File: config.mk
export PLATFORM = sky130hd
export DESIGN_NAME = tpw_top
export DESIGN_NICKNAME = d
export VERILOG_FILES = /design/src/rtl/tpw_pkg.sv /design/src/rtl/tpw_top.sv
export VERILOG_INCLUDE_DIRS = /design/src /design/src/rtl
export SDC_FILE = /design/constraint.sdc
export NUM_CORES = 1
export LEC_CHECK = 0
export ABC_AREA = 1
export BUFFER_PORTS_ARGS = -buffer_cell sky130_fd_sc_hd__buf_4
export CAP_MARGIN = 40
export CORE_MARGIN = 2
export CORE_UTILIZATION = 53
export DETAILED_ROUTE_END_ITERATION = 16
export PLACE_DENSITY_LB_ADDON = 0.2
export SETUP_SLACK_MARGIN = 0.3
export SLEW_MARGIN = 20
export SYNTH_ARGS = -nofsm -noshare
export SYNTH_HDL_FRONTEND = slang
export SYNTH_SLANG_ARGS = --single-unit
File: constraint.sdc
create_clock -name sys_clk -period 2.5 [get_ports sys_clk]
set_input_delay 0.125 -clock sys_clk [delete_from_list [all_inputs] [get_ports sys_clk]]
set_output_delay 0.125 -clock sys_clk [all_outputs]
set_load 0.05 [all_outputs]
File: src/rtl/tpw_defs.svh
`ifndef TPW_DEFS_SVH
`define TPW_DEFS_SVH
`define TPW_OFF_CTRL 8'h00
`define TPW_OFF_CNT 8'h04
`define TPW_OFF_CMPA 8'h08
`define TPW_OFF_CMPB 8'h0c
`define TPW_OFF_CAPT 8'h10
`define TPW_OFF_STAT 8'h14
`define TPW_OFF_MASK 8'h18
`define TPW_CTRL_MODE 3:0
`define TPW_CTRL_COMA 5:4
`define TPW_CTRL_COMB 7:6
`define TPW_CTRL_CLK 10:8
`define TPW_CTRL_DIRA 12
`define TPW_CTRL_DIRB 13
`define TPW_CTRL_RST 16'h0000
`define TPW_WGM_PC8 4'h1
`define TPW_WGM_PC9 4'h2
`define TPW_WGM_PC10 4'h3
`define TPW_WGM_PFC_CAPT 4'h8
`define TPW_WGM_PFC_CMPA 4'h9
`define TPW_WGM_PC_CAPT 4'ha
`define TPW_WGM_PC_CMPA 4'hb
`define TPW_TOP8 16'h00ff
`define TPW_TOP9 16'h01ff
`define TPW_TOP10 16'h03ff
`define TPW_MAX 16'hffff
`define TPW_BOTTOM 16'h0000
`define TPW_CS_1 3'h1
`define TPW_CS_8 3'h2
`define TPW_CS_64 3'h3
`define TPW_CS_256 3'h4
`define TPW_CS_1024 3'h5
`define TPW_DIV1_M1 10'h000
`define TPW_DIV8_M1 10'h007
`define TPW_DIV64_M1 10'h03f
`define TPW_DIV256_M1 10'h0ff
`define TPW_DIV1024_M1 10'h3ff
`define TPW_ST_OVF 0
`define TPW_ST_CMPA 1
`define TPW_ST_CMPB 2
`define TPW_ST_CAPT 3
`endif

File: src/rtl/tpw_pkg.sv
package tpw_pkg;
	typedef logic [31:0] tpw_bus_t;
	typedef logic [15:0] tpw_word_t;
	typedef logic [3:0] tpw_mode_t;
	typedef logic [3:0] tpw_flags_t;
	typedef enum logic [1:0] {
		TPW_COM_OFF = 2'h0,
		TPW_COM_TGL = 2'h1,
		TPW_COM_NONINV = 2'h2,
		TPW_COM_INV = 2'h3
	} tpw_com_e;
endpackage

File: src/rtl/tpw_top.sv
// The implementer's own choices: the register addresses and the AHB-Lite register port.
`timescale 1ns/10ps
`include "tpw_defs.svh"
module tpw_top (
	// Clock and reset
	input logic sys_clk,
	input logic rst_n,
	// AHB-Lite slave
	input logic hsel,
	input tpw_pkg::tpw_bus_t haddr,
	input logic [1:0] htrans,
	input logic hwrite,
	input logic [2:0] hsize,
	input logic hready,
	input tpw_pkg::tpw_bus_t hwdata,
	output tpw_pkg::tpw_bus_t hrdata,
	output logic hreadyout,
	output logic hresp,
	// Compare pins
	output logic pin_a_out,
	output logic pin_a_oe,
	output logic pin_b_out,
	output logic pin_b_oe,
	// Interrupt
	output logic irq
);
	import tpw_pkg::*;

	logic dp_wr_ff;
	logic [7:0] dp_addr_ff;
	tpw_bus_t hrdata_ff;
	logic hreadyout_ff;
	logic hresp_ff;
	tpw_word_t ctrl_ff;
	tpw_word_t cnt_ff;
	tpw_word_t capt_ff;
	tpw_word_t cmp_buf_ff [2];
	tpw_word_t cmp_act_ff [2];
	logic [1:0] oc_ff;
	logic [1:0] oe_ff;
	tpw_flags_t stat_ff;
	tpw_flags_t mask_ff;
	logic irq_ff;
	logic up_ff;
	logic [9:0] ps_ff;

	logic addr_ok;
	logic rd_stat;
	tpw_bus_t rd_data;
	logic wr_ctrl;
	logic wr_cnt;
	logic wr_capt;
	logic wr_mask;
	logic [1:0] wr_cmp;
	tpw_mode_t mode;
	tpw_com_e com [2];
	logic [1:0] dir;
	logic is_pc;
	logic is_pfc;
	logic run_dual;
	logic fixed_top;
	logic top_from_a;
	logic top_from_capt;
	tpw_word_t top_val;
	logic clk_on;
	logic [9:0] div_m1;
	logic tick;
	logic at_top;
	logic at_bot;
	logic rising;
	logic load_dual;
	logic [1:0] match;
	tpw_flags_t flag_set;

	// Bus address phase
	assign addr_ok = hsel && htrans[1] && hready;
	assign rd_stat = addr_ok && !hwrite
		&& haddr[7:0] == `TPW_OFF_STAT;

	always_ff @(posedge sys_clk or negedge rst_n) begin
		if (!rst_n) begin
			dp_wr_ff <= 1'b0;
			dp_addr_ff <= 8'h00;
		end else begin
			dp_wr_ff <= addr_ok && hwrite;
			dp_addr_ff <= haddr[7:0];
		end
	end

	always_comb begin
		rd_data = 32'h0000_0000;
		case (haddr[7:0])
			`TPW_OFF_CTRL: rd_data = {16'h0000, ctrl_ff};
			`TPW_OFF_CNT: rd_data = {16'h0000, cnt_ff};
			`TPW_OFF_CMPA: rd_data = {16'h0000, cmp_buf_ff[0]};
			`TPW_OFF_CMPB: rd_data = {16'h0000, cmp_buf_ff[1]};
			`TPW_OFF_CAPT: rd_data = {16'h0000, capt_ff};
			`TPW_OFF_STAT: rd_data = {28'h000_0000, stat_ff};
			`TPW_OFF_MASK: rd_data = {28'h000_0000, mask_ff};
			default: rd_data = 32'h0000_0000;
		endcase
	end

	// Read data launched for the data phase
	always_ff @(posedge sys_clk or negedge rst_n) begin
		if (!rst_n) begin
			hrdata_ff <= 32'h0000_0000;
			hreadyout_ff <= 1'b0;
			hresp_ff <= 1'b0;
		end else begin
			hreadyout_ff <= 1'b1;
			hresp_ff <= 1'b0;
			if (addr_ok && !hwrite) begin
				hrdata_ff <= rd_data;
			end
		end
	end

	assign hrdata = hrdata_ff;
	assign hreadyout = hreadyout_ff;
	assign hresp = hresp_ff;

	// Data phase write strobes
	assign wr_ctrl = dp_wr_ff && dp_addr_ff == `TPW_OFF_CTRL;
	assign wr_cnt = dp_wr_ff && dp_addr_ff == `TPW_OFF_CNT;
	assign wr_capt = dp_wr_ff && dp_addr_ff == `TPW_OFF_CAPT;
	assign wr_mask = dp_wr_ff && dp_addr_ff == `TPW_OFF_MASK;
	assign wr_cmp[0] = dp_wr_ff && dp_addr_ff == `TPW_OFF_CMPA;
	assign wr_cmp[1] = dp_wr_ff && dp_addr_ff == `TPW_OFF_CMPB;

	always_ff @(posedge sys_clk or negedge rst_n) begin
		if (!rst_n) begin
			ctrl_ff <= `TPW_CTRL_RST;
		end else if (wr_ctrl) begin
			ctrl_ff <= hwdata[15:0];
		end
	end

	// Capture register is not double buffered
	always_ff @(posedge sys_clk or negedge rst_n) begin
		if (!rst_n) begin
			capt_ff <= `TPW_BOTTOM;
		end else if (wr_capt) begin
			capt_ff <= hwdata[15:0];
		end
	end

	always_ff @(posedge sys_clk or negedge rst_n) begin
		if (!rst_n) begin
			mask_ff <= 4'h0;
		end else if (wr_mask) begin
			mask_ff <= hwdata[3:0];
		end
	end

	// Mode decode
	assign mode = ctrl_ff[`TPW_CTRL_MODE];
	assign com[0] = tpw_com_e'(ctrl_ff[`TPW_CTRL_COMA]);
	assign com[1] = tpw_com_e'(ctrl_ff[`TPW_CTRL_COMB]);
	assign dir = {ctrl_ff[`TPW_CTRL_DIRB], ctrl_ff[`TPW_CTRL_DIRA]};
	assign fixed_top = mode == `TPW_WGM_PC8
		|| mode == `TPW_WGM_PC9 || mode == `TPW_WGM_PC10;
	assign is_pc = fixed_top || mode == `TPW_WGM_PC_CAPT
		|| mode == `TPW_WGM_PC_CMPA;
	assign is_pfc = mode == `TPW_WGM_PFC_CAPT
		|| mode == `TPW_WGM_PFC_CMPA;
	assign run_dual = is_pc || is_pfc;
	assign top_from_a = mode == `TPW_WGM_PC_CMPA
		|| mode == `TPW_WGM_PFC_CMPA;
	assign top_from_capt = mode == `TPW_WGM_PC_CAPT
		|| mode == `TPW_WGM_PFC_CAPT;

	always_comb begin
		case (mode)
			`TPW_WGM_PC8: top_val = `TPW_TOP8;
			`TPW_WGM_PC9: top_val = `TPW_TOP9;
			`TPW_WGM_PC10: top_val = `TPW_TOP10;
			`TPW_WGM_PC_CAPT: top_val = capt_ff;
			`TPW_WGM_PFC_CAPT: top_val = capt_ff;
			`TPW_WGM_PC_CMPA: top_val = cmp_act_ff[0];
			`TPW_WGM_PFC_CMPA: top_val = cmp_act_ff[0];
			default: top_val = `TPW_MAX;
		endcase
	end

	// Prescaler
	always_comb begin
		clk_on = 1'b1;
		case (ctrl_ff[`TPW_CTRL_CLK])
			`TPW_CS_1: div_m1 = `TPW_DIV1_M1;
			`TPW_CS_8: div_m1 = `TPW_DIV8_M1;
			`TPW_CS_64: div_m1 = `TPW_DIV64_M1;
			`TPW_CS_256: div_m1 = `TPW_DIV256_M1;
			`TPW_CS_1024: div_m1 = `TPW_DIV1024_M1;
			default: begin
				div_m1 = `TPW_DIV1_M1;
				clk_on = 1'b0;
			end
		endcase
	end

	assign tick = clk_on && ps_ff >= div_m1;

	always_ff @(posedge sys_clk or negedge rst_n) begin
		if (!rst_n) begin
			ps_ff <= 10'h000;
		end else if (!clk_on || tick) begin
			ps_ff <= 10'h000;
		end else begin
			ps_ff <= ps_ff + 10'h001;
		end
	end

	// Up/down counter
	assign at_top = cnt_ff == top_val;
	assign at_bot = cnt_ff == `TPW_BOTTOM;

	always_ff @(posedge sys_clk or negedge rst_n) begin
		if (!rst_n) begin
			cnt_ff <= `TPW_BOTTOM;
		end else if (wr_cnt) begin
			cnt_ff <= hwdata[15:0];
		end else if (tick && run_dual) begin
			if (up_ff && at_top) begin
				cnt_ff <= cnt_ff - 16'h0001;
			end else if (!up_ff && at_bot) begin
				cnt_ff <= cnt_ff + 16'h0001;
			end else if (up_ff) begin
				cnt_ff <= cnt_ff + 16'h0001;
			end else begin
				cnt_ff <= cnt_ff - 16'h0001;
			end
		end
	end

	always_ff @(posedge sys_clk or negedge rst_n) begin
		if (!rst_n) begin
			up_ff <= 1'b1;
		end else if (tick && run_dual && !wr_cnt) begin
			if (up_ff && at_top) begin
				up_ff <= 1'b0;
			end else if (!up_ff && at_bot) begin
				up_ff <= 1'b1;
			end
		end
	end

	// Compare buffers and reload points
	assign load_dual = tick && ((is_pc && at_top)
		|| (is_pfc && at_bot));

	always_ff @(posedge sys_clk or negedge rst_n) begin
		if (!rst_n) begin
			for (int i = 0; i < 2; i++) begin
				cmp_buf_ff[i] <= `TPW_BOTTOM;
			end
		end else begin
			for (int i = 0; i < 2; i++) begin
				if (wr_cmp[i] && fixed_top) begin
					cmp_buf_ff[i] <= hwdata[15:0] & top_val;
				end else if (wr_cmp[i]) begin
					cmp_buf_ff[i] <= hwdata[15:0];
				end
			end
		end
	end

	// Outside the dual-slope modes the compare follows its buffer
	always_ff @(posedge sys_clk or negedge rst_n) begin
		if (!rst_n) begin
			for (int i = 0; i < 2; i++) begin
				cmp_act_ff[i] <= `TPW_BOTTOM;
			end
		end else begin
			for (int i = 0; i < 2; i++) begin
				if (!run_dual || load_dual) begin
					cmp_act_ff[i] <= cmp_buf_ff[i];
				end
			end
		end
	end

	// Compare match and waveform; a match at bottom or top acts
	// as rising or falling so the extremes stay constant
	assign rising = at_bot ? 1'b1 : (at_top ? 1'b0 : up_ff);

	always_comb begin
		for (int i = 0; i < 2; i++) begin
			match[i] = tick && run_dual
				&& cnt_ff == cmp_act_ff[i];
		end
	end

	always_ff @(posedge sys_clk or negedge rst_n) begin
		if (!rst_n) begin
			oc_ff <= 2'b00;
		end else begin
			for (int i = 0; i < 2; i++) begin
				if (match[i] && com[i] == TPW_COM_NONINV) begin
					oc_ff[i] <= !rising;
				end else if (match[i] && com[i] == TPW_COM_INV) begin
					oc_ff[i] <= rising;
				end
			end
		end
	end

	always_ff @(posedge sys_clk or negedge rst_n) begin
		if (!rst_n) begin
			oe_ff <= 2'b00;
		end else begin
			for (int i = 0; i < 2; i++) begin
				oe_ff[i] <= dir[i] && com[i] != TPW_COM_OFF
					&& com[i] != TPW_COM_TGL;
			end
		end
	end

	assign pin_a_out = oc_ff[0];
	assign pin_b_out = oc_ff[1];
	assign pin_a_oe = oe_ff[0];
	assign pin_b_oe = oe_ff[1];

	// Sticky flags; set wins over a read clear
	always_comb begin
		flag_set = 4'h0;
		flag_set[`TPW_ST_OVF] = tick && run_dual && at_bot;
		flag_set[`TPW_ST_CMPA] = match[0]
			|| (tick && top_from_a && at_top);
		flag_set[`TPW_ST_CMPB] = match[1];
		flag_set[`TPW_ST_CAPT] = tick
			&& top_from_capt && at_top;
	end

	always_ff @(posedge sys_clk or negedge rst_n) begin
		if (!rst_n) begin
			stat_ff <= 4'h0;
		end else if (rd_stat) begin
			stat_ff <= flag_set;
		end else begin
			stat_ff <= stat_ff | flag_set;
		end
	end

	always_ff @(posedge sys_clk or negedge rst_n) begin
		if (!rst_n) begin
			irq_ff <= 1'b0;
		end else begin
			irq_ff <= |(stat_ff & mask_ff);
		end
	end

	assign irq = irq_ff;
endmodule
**After elaboration in Yosys (flattened, before gate mapping)**

Index checks and enable logic that the tools add are counted.

- Logic and storage cells: 151
- Memory bits (read-only): 0
- Latch bits: 0
- Memories kept: 0
- Bits in writable memories: 0
- Register bits after elaboration: 178
- Input port bits: 74

- Add/subtract/negate cells: 3
- Shift-type cells: 0
- Bitwise logic cells: 3
- $lt $le $gt $ge: 1
- Multiply operators: 0
- Equal/unequal tests: 32
- Div/mod/pow operators: 0
- Reductions and logical operators: 70
- Muxes and demuxes: 23

Operator list:

| cell | number |
|---|---|
| $mux 16 | 9 |
| $pmux 16 s7 | 1 |
| $pmux 16 s5 | 1 |
| $eq 16x16->1 | 3 |
| $eq 8x5->1 const B | 5 |
| $pmux 10 s4 | 1 |
| $logic_and 1x1->1 | 36 |
| $eq 8x4->1 const B | 4 |
| $add 16x1->16 const B | 1 |
| $and 16x16->16 | 1 |
| $eq 4x4->1 const B | 4 |
| $eq 8x3->1 const B | 2 |
| $logic_not 16->1 | 1 |
| $logic_not 8->1 | 2 |
| $reduce_bool 2->1 | 8 |
| $sub 16x1->16 const B | 1 |
| $logic_or 1x1->1 | 12 |
| $add 10x1->10 const B | 1 |
| $ge 10x10->1 | 1 |
| $mux 10 | 1 |
| $mux 1 | 9 |
| $eq 2x2->1 const B | 4 |
| $eq 4x2->1 const B | 2 |
| $eq 3x2->1 const B | 2 |
| other kinds (12) | 20 |

**Depth between registers and ports, before layout**

Gate-level depths: netlist of run 1.

- Depth after elaboration: 11
- Mapped depth: 19
- Gate-level depth less buffers: 18

**Worst setup path before layout of run 1**

No wires, ideal clock.

- Path type: register to register
- Start point: register ctrl_ff[9]
- End point: register cnt_ff[9]
- Setup slack: -0.177 ns
- Cell stages (with the launch flop): 18
- Arrival time: 2.560 ns
- Setup time: 0.117 ns
- Required time: 2.383 ns
- Cells stage by stage: dfrtp_1 inv_1 ha_1 inv_1 o21ai_0 ha_1 nand2_1 nor2_1 nand2_1 o2111ai_1 nand2_1 inv_1 nand2_1 nand2_1 buf_2 o22ai_1 inv_1 nand2_1

- Longest elaborated chain between the ends: 6
- Elaborated cells between the ends (all ways): 12
- Classes of those cells: 1 x order compare; 5 x eq/ne; 2 x mux; 4 x reduce/logical

RTL lines:

| what | RTL line | text |
|---|---|---|
| start: declaration | tpw_top.sv:34 | `tpw_word_t ctrl_ff;` |
| start signal: assignment | tpw_top.sv:133 | `` ctrl_ff <= `TPW_CTRL_RST; `` |
| start signal: assignment | tpw_top.sv:135 | `ctrl_ff <= hwdata[15:0];` |
| $eq 3x3->1, or another cell as far along | tpw_top.sv:189 | `` case (ctrl_ff[`TPW_CTRL_CLK]) `` |
| $pmux 10 s4 or $reduce_or 5->1 (tied branches) | n/a |  |
| $ge 10x10->1 or $mux 1 (tied branches) | tpw_top.sv:202, tpw_top.sv:189 |  |
| $logic_and 1x1->1 (*) | tpw_top.sv:202 | `assign tick = clk_on && ps_ff >= div_m1;` |
| $logic_and 1x1->1 (*) | tpw_top.sv:223 | `end else if (tick && run_dual) begin` |
| $reduce_bool 2->1 (no source line) (*) | n/a |  |
| end signal: assignment | tpw_top.sv:222 | `cnt_ff <= hwdata[15:0];` |
| end signal: assignment | tpw_top.sv:225 | `cnt_ff <= cnt_ff - 16'h0001;` |
| end signal: assignment | tpw_top.sv:227 | `cnt_ff <= cnt_ff + 16'h0001;` |
| end: declaration | tpw_top.sv:35 | `tpw_word_t cnt_ff;` |

Every way passes the cells marked *; elsewhere a longest branch is shown, timed or not.
A chain may end at the register's enable or synchronous reset.

**Worst setup path after layout of run 1**

- Start point: register ctrl_ff[9]
- End point: register cmp_act_ff[15] (netlist name)

- Longest elaborated chain between the ends: 6
- Elaborated cells between the ends (all ways): 12
- Classes of those cells: 1 x order compare; 5 x eq/ne; 2 x mux; 4 x reduce/logical

RTL lines:

| what | RTL line | text |
|---|---|---|
| $eq 3x3->1, or another cell as far along | tpw_top.sv:189 |  |
| $pmux 10 s4 or $reduce_or 5->1 (tied branches) | n/a |  |
| $ge 10x10->1 or $mux 1 (tied branches) | tpw_top.sv:202, tpw_top.sv:189 |  |
| $logic_and 1x1->1 (*) | tpw_top.sv:202 |  |
| $logic_and 1x1->1 (*) | tpw_top.sv:249 | `assign load_dual = tick && ((is_pc && at_top)` |
| $logic_or 1x1->1 (*) | tpw_top.sv:276 | `if (!run_dual \|\| load_dual) begin` |
| end signal: indexed assignment | tpw_top.sv:272 | `` cmp_act_ff[i] <= `TPW_BOTTOM; `` |
| end signal: indexed assignment | tpw_top.sv:277 | `cmp_act_ff[i] <= cmp_buf_ff[i];` |
| end: declaration | tpw_top.sv:38 | `tpw_word_t cmp_act_ff [2];` |

Marked as above.

==> reports/qor.csv, run 1 <==
stage;metric;value;unit
outcome;status;finished, violations left;
outcome;violations;setup timing;
yosys;synth_area;9400;um^2
yosys;synth_edf_count;0;
critical_path;path_max_fanout;30;
yosys;ys_top_cells_by_area;dfrtp_1 (43%), nand2_1 (15%), inv_1 (5.6%), nand3_1 (5.4%), o21ai_0 (5.3%);
yosys;yosys_warnings;0;
sta;finClkSkew;0.0145;ns
sta;fmax;0.399;GHz
route;via_per_inst;5.71;
power;power.density;541;nW/um^2
min_path;hp-class;in2reg;
route;wl;29800;um
sta;tightest_slew;0.763;ns
global_route;grt_pass1_wl;47500;um
global_route;gr-usage-all-layers;0.336;
global_route;overflow;0;
yosys;synthesis.instances;1264;
critical_path;cp.arrival;2.89;ns
layout;utilization;0.665;
floorplanning;start_util;0.544;
global_route;grt_max_degree;66;
sta;fin_hold_ws;0.0378;ns
floorplanning;die_w;137;um
route;antenna_left;0;
yosys;ys_seq_area_frac;0.431;
layout;area_growth;22.4;%
layout;instances_no_fill;1625;
yosys;synth.avg_cell_area;7.44;um^2
clock_network;numClockSinks;162;
layout;final_cell_mix;nand2_1 (361), dfrtp_1 (159), inv_1 (134);
sta;layout_setup_ws;-0.00589;ns
yosys;yosys.area.top_type;dfrtp_1;
clock_network;worst_setup_hold_path_clk_slew;0.07;ns
global_route;grt_pass1_vias;8978;
critical_path;required;2.88;ns
clock_network;insertion_delay;0.45;ns
yosys;yosys.cell_types.count;43;
run;cap_violations;0;
clock_network;cts_buffers;17;
yosys;yosys_most_used_dff;dfrtp_1;
layout;num_antenna_cells;0;
sta;rsz0062_at_grt;true;
clock_network;cts_tree;done;
route;drc_errors;0;
placed_design;postPlaceCellArea;10400;um^2
power;vdd_drop_max;503;uV
sta;hold_violations;0;
placed_design;gp_congestion;0.960;
placed_design;dp_hpwl;21900;um
clock_network;root_buffer;clkbuf_16;
layout;fill_cells;1500;
global_route;grt_antenna_before_repair;0;
clock_network;clockBufferDepth;2;
placed_design;placed_cells;1568;
floorplanning;coreArea;17300;um^2
layout;nets;1476;
placed_design;port_buffers;51;
yosys;synth_top_area_frac;0.428;
critical_path;crit_path_end_kind;register;
critical_path;setup.worst_path.start_class;register;
sta;slew_viol_final;0;
sta;period_share;1.00;
floorplanning;row_count;48;
yosys;ys_ff_latch;162;
yosys;async_reset_ff_frac;1.00;
layout;stdcell_area;11500;um^2
layout;final_common_cell;nand2_1;
sta;min_period;2.51;ns
layout;drive_gt1_frac;0.172;
sta;setup_viol;3;
route;dr.pass1.iters;5;
route;num_vias;9271;
power;leakagePower;6.09;nW
floorplanning;fp.dieH;137;um
clock_network;htreeDepth;4;
floorplanning;io_pins;113;
route;wl_per_cell;18.3;um
sta;max_slew_margin;0.490;
route;drt_iter0_drc;1107;
critical_path;critPathKind;reg2reg;
floorplanning;dieArea;18800;um^2
==> layout make-up <==
type,count,area [um^2],area share
Inverter,155,613,0.0533
Sequential cell,162,4060,0.353
Clock inverter,15,210,0.0183
Timing Repair inverter,1,11.3,0.000979
Tap cell,225,282,0.0245
Clock buffer,17,425,0.0370
Multi-Input combinational cell,900,4680,0.407
Timing Repair Buffer,150,1230,0.107
==> critical path, stage by stage (launching register included) <==
cell       delay [ns]
dfrtp_1          0.40
inv_2            0.10
ha_4             0.21
inv_4            0.06
nand4_1          0.13
ha_1             0.36
a21oi_2          0.12
o21a_1           0.14
o2111ai_2        0.13
nand2_1          0.14
inv_4            0.08
nand2_4          0.15
buf_12           0.21
nand3_1          0.11
nand2_1          0.10
==> Yosys cell counts (all sizes together), types with 7 or more instances <==
library cell / count
nand4: 29
nor3: 32
or2: 12
nand3: 103
a21oi: 19
xnor2: 22
ha: 15
nand2: 380
clkbuf: 24
o21ai: 99
dfrtp: 161
nor2: 71
o22ai: 43
buf: 40
xor2: 19
a221oi: 7
clkinv: 10
inv: 145
a211oi: 7
==> registers in the layout (all words and copies together), names as in the netlist, 2 cells and up <==
name,count
cmp_act_ff,32
cmp_buf_ff,32
capt_ff,16
cnt_ff,16
ctrl_ff,16
hrdata,16
ps_ff,10
dp_addr_ff,8
mask_ff,4
stat_ff,4
oc_ff,2
oe_ff,2
==> cells by family (layout without fill, tap and decap cells) <==
kind of cell               count (synthesis)  after routing  share of synthesized area
buffers and inverters                    219            338                      0.101
AOI/OAI and AO/OA                        188            188                      0.115
DFF                                      162            162                      0.431
adders and majority gates                 15             15                     0.0200
xor gates and xnor gates                  41             41                     0.0382
and+or+nand+nor                          637            638                      0.294
other                                      2             18                   0.000799
==> report_power, final <==
part | total (mW) | internal [mW] | switching, mW
sequential | 2.72 | 2.67 | 0.0504
clock | 2.81 | 1.54 | 1.27
combinational | 0.691 | 0.229 | 0.462
==> path summary, 6_finish.rpt <==
path                                                  from                         end  slack [ns]  depth (start not counted)
worst max-delay path                ctrl_ff[9]$_DFFE_PN0P_  cmp_act_ff[15]$_DFFE_PN0P_      -0.006                         14
worst min-delay path                             hwdata[8]  cmp_buf_ff[24]$_DFFE_PN0P_        0.04                          3
worst max register to register      ctrl_ff[9]$_DFFE_PN0P_  cmp_act_ff[15]$_DFFE_PN0P_      -0.006                         14
worst min register to register  cmp_buf_ff[14]$_DFFE_PN0P_  cmp_act_ff[14]$_DFFE_PN0P_        0.48                          2
max in group asynchronous                            rst_n  cmp_act_ff[25]$_DFFE_PN0P_        1.48                          3
min in group asynchronous                            rst_n      mask_ff[1]$_DFFE_PN0P_        0.23                          2
==> layer usage <==
layer | share of wire | track usage
met4 | 0.038 | 0.143
met2 | 0.46 | 0.535
met3 | 0.082 | 0.0600
met5 | 0 | 0
met1 | 0.42 | 0.452
==> repair_timing <==
action | in CTS | in global routing
hold buffers | 15 | 0
setup endpoints to repair | 65 | 77
pin swaps | 24 | 8
cloned | 2 | 0
endpoints found under the hold margin | 73 | 0
gates resized for setup | 39 | 15
buffers inserted | 7 | 1
==> stage by stage <==
stage / total power, mW / setup slack (ns) / TNS (ns)
CTS: 6.21 / 0.00995 / 0
global route: 6.43 / -0.151 / -5.93
finish: 6.23 / -0.00589 / -0.0105
global placement: 3.40 / 0.00928 / 0
detailed placement: 3.41 / -0.0298 / -0.0924
floorplan: 3.17 / 0.216 / 0
No activity file was read; power rests on OpenSTA's default activity.
==> run 2, diff against run 1 <==
- REMOVE_ABC_BUFFERS: unset -> 1
==> reports/qor.csv, run 2 (synthesis gave the netlist of run 1 again) <==
stage;metric;value;unit;change
sta;min_period;2.62;ns;+0.116 ns
layout;top_regs;cmp_act_ff x32, cmp_buf_ff x32;;
sta;rsz0062_at_grt;true;;
route;drt_iter0_drc;1064;;-3.9%
sta;layout_setup_ws;-0.122;ns;-0.116 ns
sta;setup_viol;49;;+46
route;wl_per_cell;18.7;um;+2.1%
sta;fmax;0.381;GHz;-4.4%
sta;tightest_slew;0.729;ns;-0.0348 ns
clock_network;worst_setup_hold_path_clk_slew;0.07;ns;about the same
route;via_per_inst;5.79;;+1.6%
floorplanning;fp.dieH;137;um;unchanged
floorplanning;io_pins;113;;unchanged
route;antenna_left;0;;unchanged
power;leakagePower;6.18;nW;+1.4%
global_route;grt_max_degree;75;;+14%
layout;final_common_cell;nand2_1;;
floorplanning;dieArea;18800;um^2;unchanged
global_route;grt_pass1_wl;46500;um;-2.2%
critical_path;required;2.82;ns;-0.06 ns
sta;period_share;1.05;;+0.0466
floorplanning;row_count;48;;unchanged
critical_path;critical_path.max_stage_delay;0.42;ns;+0.02 ns
run;cap_violations;0;;unchanged
global_route;grt_antenna_before_repair;0;;unchanged
placed_design;post-place-ws;-0.191;ns;-0.161 ns
critical_path;cp_top_family;simple AND/OR/NAND/NOR gates;;
route;dr.pass1.iters;6;;+1
critical_path;crit_path_end_kind;register;;
floorplanning;start_util;0.544;;unchanged
global_route;grt_pass1_vias;8726;;-2.8%
clock_network;cts_buffers;17;;unchanged
critical_path;cpMostUsedCell;nand2_1;;
layout;final_cell_mix;nand2_1 (347), dfrtp_1 (159), inv_1 (134);;
placed_design;dp_hpwl;21500;um;-1.9%
critical_path;critPathKind;reg2reg;;
critical_path;cp_cell_sequence;buf_4, nor3_2, o21ai_1, ha_1, a21oi_1, o21ai_0, nand2_1, o2111ai_2, nand2_1, inv_2, buf_6, nand2_8, nand2_8, clkbuf_16, nand2_1, nand2_1;;
clock_network;clockBufferDepth;2;;unchanged
clock_network;numClockSinks;162;;unchanged
layout;area_growth;26.6;%;
placed_design;gp_congestion;0.986;;+2.7%
global_route;overflow;0;;unchanged
placed_design;port_buffers;51;;unchanged
min_path;hp-class;in2reg;;
route;wl;30600;um;+2.6%
route;drc_errors;0;;unchanged
clock_network;root_buffer;clkbuf_16;;
floorplanning;coreArea;17300;um^2;unchanged
critical_path;cp.arrival;2.94;ns;+0.05 ns
clock_network;cts_tree;done;;
clock_network;insertion_delay;0.44;ns;about the same
outcome;status;finished, violations left;;
sta;slew_viol_final;0;;unchanged
clock_network;htreeDepth;4;;unchanged
critical_path;slowest_stage;dfrtp_1;;
critical_path;path_max_fanout;7;;-77%
placed_design;placed_cells;1568;;unchanged
power;vdd_drop_max;515;uV;+2.4%
layout;nets;1485;;+0.61%
global_route;gr-usage-all-layers;0.327;;-0.00829
sta;max_slew_margin;0.514;;+0.0238
layout;instances_no_fill;1634;;+0.55%
outcome;violations;setup timing;;
floorplanning;die_w;137;um;unchanged
layout;num_antenna_cells;0;;unchanged
critical_path;setup.worst_path.start_class;register;;
route;num_vias;9469;;+2.1%
critical_path;path_buf_inv;4;;unchanged
power;power;5.96;mW;-4.3%
power;power.density;500;nW/um^2;-7.5%
layout;drive_gt1_frac;0.216;;+0.0436
sta;finClkSkew;0.0115;ns;-0.00306 ns
sta;hold_violations;0;;unchanged
[run 2: cell types whose count changed in the layout (fill, tap and decap cells not counted), sizes merged]
cell and change:
buf +4, bufinv -2, clkbuf +3, clkinv -2, clkinvlp +4, dlygate4sd3 +1
nand2 -1, nand3 +1, or2 +1
[run 2: cell type report]
cell class	instances	area (um^2)
Timing Repair inverter	1	5.00
Clock inverter	15	143
Clock buffer	17	425
Inverter	155	596
Sequential cell	162	4060
Multi-Input combinational cell	901	4940
Timing Repair Buffer	158	1460
Fill cell	1421	5390
Tap cell	225	282
[run 2: path summary, 6_finish.rpt]
| kind | start | end | slack, ns | cells after the start |
|---|---|---|---|---|
| max in group asynchronous | rst_n | ctrl_ff[0]$_DFFE_PN0P_ | 1.42 | 3 |
| worst min-delay path | hwdata[9] | cmp_buf_ff[9]$_DFFE_PN0P_ | 0.04 | 3 |
| worst min register to register | cmp_buf_ff[13]$_DFFE_PN0P_ | cmp_act_ff[13]$_DFFE_PN0P_ | 0.47 | 2 |
| worst max register to register | ctrl_ff[10]$_DFFE_PN0P_ | cmp_act_ff[24]$_DFFE_PN0P_ | -0.12 | 16 |
| min in group asynchronous | rst_n | ps_ff[6]$_DFF_PN0_ | 0.29 | 2 |
| worst max-delay path | ctrl_ff[10]$_DFFE_PN0P_ | cmp_act_ff[24]$_DFFE_PN0P_ | -0.12 | 16 |
[run 2: report_power, final]
part / internal (mW) / leakage (nW) / total, mW / switching, mW
Combinational: 0.231 / 4.30 / 0.706 / 0.475
Clock: 1.31 / 0.267 / 2.53 / 1.21
Sequential: 2.67 / 1.61 / 2.72 / 0.0493
[run 2: metrics by stage]
| step | instance area (um^2) | hold slack [ns] | utilization | TNS [ns] |
|---|---|---|---|---|
| after floorplan | 9090 | -0.171 | - | -11.38 |
| after global routing | 11900 | 0.0544 | 0.688 | -11.20 |
| after CTS | 11300 | 0.0250 | 0.654 | -2.54 |
| final | 11900 | 0.0445 | 0.688 | -3.20 |
| after detailed placement | 10400 | 0.208 | 0.602 | -6.63 |
| after global placement | 10400 | 0.204 | 0.602 | -1.08 |
[run 2: what timing repair did]
action	in CTS	in global routing
hold buffers	16	0
gates resized for setup	26	114
endpoints found under the setup margin	65	72
setup buffers	6	3
cloned	2	7
hold endpoints to repair	85	0
pin swaps	16	39
[run 2: layer usage]
layer	wire length, um	global-route usage
met4	1440	0.147
met5	0	0
met3	2440	0.0530
met2	14100	0.518
met1	12600	0.444
[run 2: tightest hold or removal path: cells and delay by family]
family / cells / cell delay [ns]
buffers and inverters: 1 / 0.12
and+or+nand+nor: 1 / 0.10
AOI/OAI and AO/OA: 1 / 0.09
==> run 3, diff against run 2 <==
- clock period: 2.5 -> 2.95 ns (I/O delays scaled with it)
==> reports/qor.csv, run 3 (synthesis gave the netlist of run 1 again) <==
stage;metric;value;unit;change
critical_path;crit_path_end_kind;register;;
clock_network;cts_tree;done;;
power;vdd_drop_max;437;uV;-15%
critical_path;path_max_fanout;8;;+1
placed_design;post-place-ws;0.133;ns;+0.324 ns
clock_network;insertion_delay;0.45;ns;about the same
sta;tns;0;ns;+3.20 ns
global_route;grt_pass1_vias;8324;;-4.6%
floorplanning;row_count;48;;unchanged
sta;tightest_slew;0.761;ns;+0.0327 ns
run;cap_violations;0;;unchanged
critical_path;cp.arrival;2.94;ns;about the same
critical_path;critPathKind;reg2reg;;
sta;hold_violations;0;;unchanged
floorplanning;die_w;137;um;unchanged
power;leakagePower;5.91;nW;-4.2%
layout;area_growth;20.1;%;
sta;fmax;0.383;GHz;+0.41%
power;power.density;454;nW/um^2;-9.2%
layout;final_cell_mix;nand2_1 (347), dfrtp_1 (158), inv_1 (134);;
route;dr.pass1.iters;6;;unchanged
floorplanning;io_pins;113;;unchanged
route;wl;29400;um;-3.8%
sta;finClkSkew;0.0202;ns;+0.00873 ns
placed_design;dp_hpwl;20300;um;-5.2%
floorplanning;dieArea;18800;um^2;unchanged
route;antenna_left;0;;unchanged
sta;setup_viol;0;;-100%
sta;layout_setup_ws;0.338;ns;+0.461 ns
floorplanning;fp.dieH;137;um;unchanged
critical_path;required;3.28;ns;+0.46 ns
sta;slew_viol_final;0;;unchanged
route;wl_per_cell;18.5;um;-1.0%
route;num_vias;9033;;-4.6%
sta;period_share;0.885;;-0.164
floorplanning;coreArea;17300;um^2;unchanged
layout;drive_gt1_frac;0.158;;-0.0580
layout;num_antenna_cells;0;;unchanged
route;via_per_inst;5.69;;-1.8%
layout;top_regs;cmp_act_ff x32, cmp_buf_ff x32;;
route;drc_errors;0;;unchanged
critical_path;setup.worst_path.start_class;register;;
sta;max_slew_margin;0.491;;-0.0230
outcome;status;finished, final reports clean;;
clock_network;htreeDepth;4;;unchanged
placed_design;gp_congestion;0.953;;-3.4%
clock_network;clockBufferDepth;2;;unchanged
floorplanning;start_util;0.544;;unchanged
sta;min_period;2.61;ns;-0.0107 ns
route;drt_iter0_drc;1040;;-2.3%
placed_design;port_buffers;51;;unchanged
global_route;gr-usage-all-layers;0.316;;-0.0118
clock_network;numClockSinks;162;;unchanged
sta;rsz0062_at_grt;true;;
layout;fill_cells;1480;;+4.2%
layout;register_area;4060;um^2;about the same
global_route;overflow;0;;unchanged
clock_network;root_buffer;clkbuf_16;;
clock_network;worst_setup_hold_path_clk_slew;0.07;ns;about the same
global_route;grt_pass1_wl;44600;um;-4.0%
clock_network;cts_buffers;17;;unchanged
layout;multiInputGateArea;4740;um^2;-4.1%
global_route;grt_max_degree;77;;+2.7%
layout;nets;1439;;-3.1%
global_route;grt_antenna_before_repair;0;;unchanged
min_path;hp-class;in2reg;;
layout;final_common_cell;nand2_1;;
run 3: layer usage:
metal	vias to the layer above	GRT usage	wire length, um	part of all wire
li1	4275	-	-	-
met1	4268	0.424	12300	0.42
met2	400	0.507	13700	0.47
met3	90	0.0493	2190	0.074
met4	0	0.138	1190	0.041
met5	-	0	0	0
run 3: repair_timing:
item                                    4_1_cts  5_1_grt
pin swaps                                     2       25
gates cloned                                  0        5
hold buffers                                 15        0
hold endpoints to repair                     86        0
buffers inserted                              0        9
resized for setup                            10       67
endpoints found under the setup margin       52       52
run 3: metrics by stage:
| stage | util | power, mW | area [um^2] | std cells | hold WS [ns] |
|---|---|---|---|---|---|
| final | 0.653 | 5.13 | 11300 | 1588 | 0.00923 |
| after global routing | 0.653 | 5.31 | 11300 | 1588 | 0.0303 |
| after CTS | 0.629 | 5.12 | 10900 | 1574 | 0.00352 |
| after detailed placement | 0.583 | 2.86 | 10100 | 1527 | 0.241 |
| after global placement | 0.580 | 2.85 | 10000 | 1524 | 0.230 |
| after floorplan | - | 2.66 | 9090 | 1216 | -0.148 |
run 3: cell type report:
type,instances,share of cell area
multi-input cells,902,0.420
flip-flops and latches,162,0.360
repair buffers,112,0.0898
inverters,155,0.0522
clock buffers,17,0.0377
well taps,225,0.0249
clock inverters,15,0.0163
run 3: where the power goes:
group	switching (mW)	leakage, nW	internal [mW]
combinational	0.371	4.01	0.177
sequential	0.0517	1.61	2.27
clock	1.11	0.296	1.15
total	1.54	5.91	3.59
run 3: worst max-delay path: stages (launching register included):
cell and delay (ns):
dfrtp_1 0.41, ha_4 0.26, inv_4 0.06, nand4_1 0.17, ha_1 0.35, nand2_2 0.12
nor2_4 0.05, o211ai_1 0.11, o2111ai_2 0.15, nand2_1 0.11, inv_2 0.07, buf_6 0.13
nand2_8 0.18, nand2_8 0.15, nand2_2 0.10, nand2_1 0.06
run 3: final timing paths:
kind                                                 start                          to  slack, ns  depth (start not counted)
max in group asynchronous                            rst_n  cmp_buf_ff[29]$_DFFE_PN0P_       1.80                          3
min in group asynchronous                            rst_n          ps_ff[8]$_DFF_PN0_       0.31                          2
worst min register to register  cmp_buf_ff[31]$_DFFE_PN0P_  cmp_act_ff[31]$_DFFE_PN0P_       0.48                          2
worst min-delay path                             hwdata[8]   cmp_buf_ff[8]$_DFFE_PN0P_      0.009                          3
worst max register to register     ctrl_ff[10]$_DFFE_PN0P_   cmp_act_ff[9]$_DFFE_PN0P_       0.34                         15
worst max-delay path               ctrl_ff[10]$_DFFE_PN0P_   cmp_act_ff[9]$_DFFE_PN0P_       0.34                         15
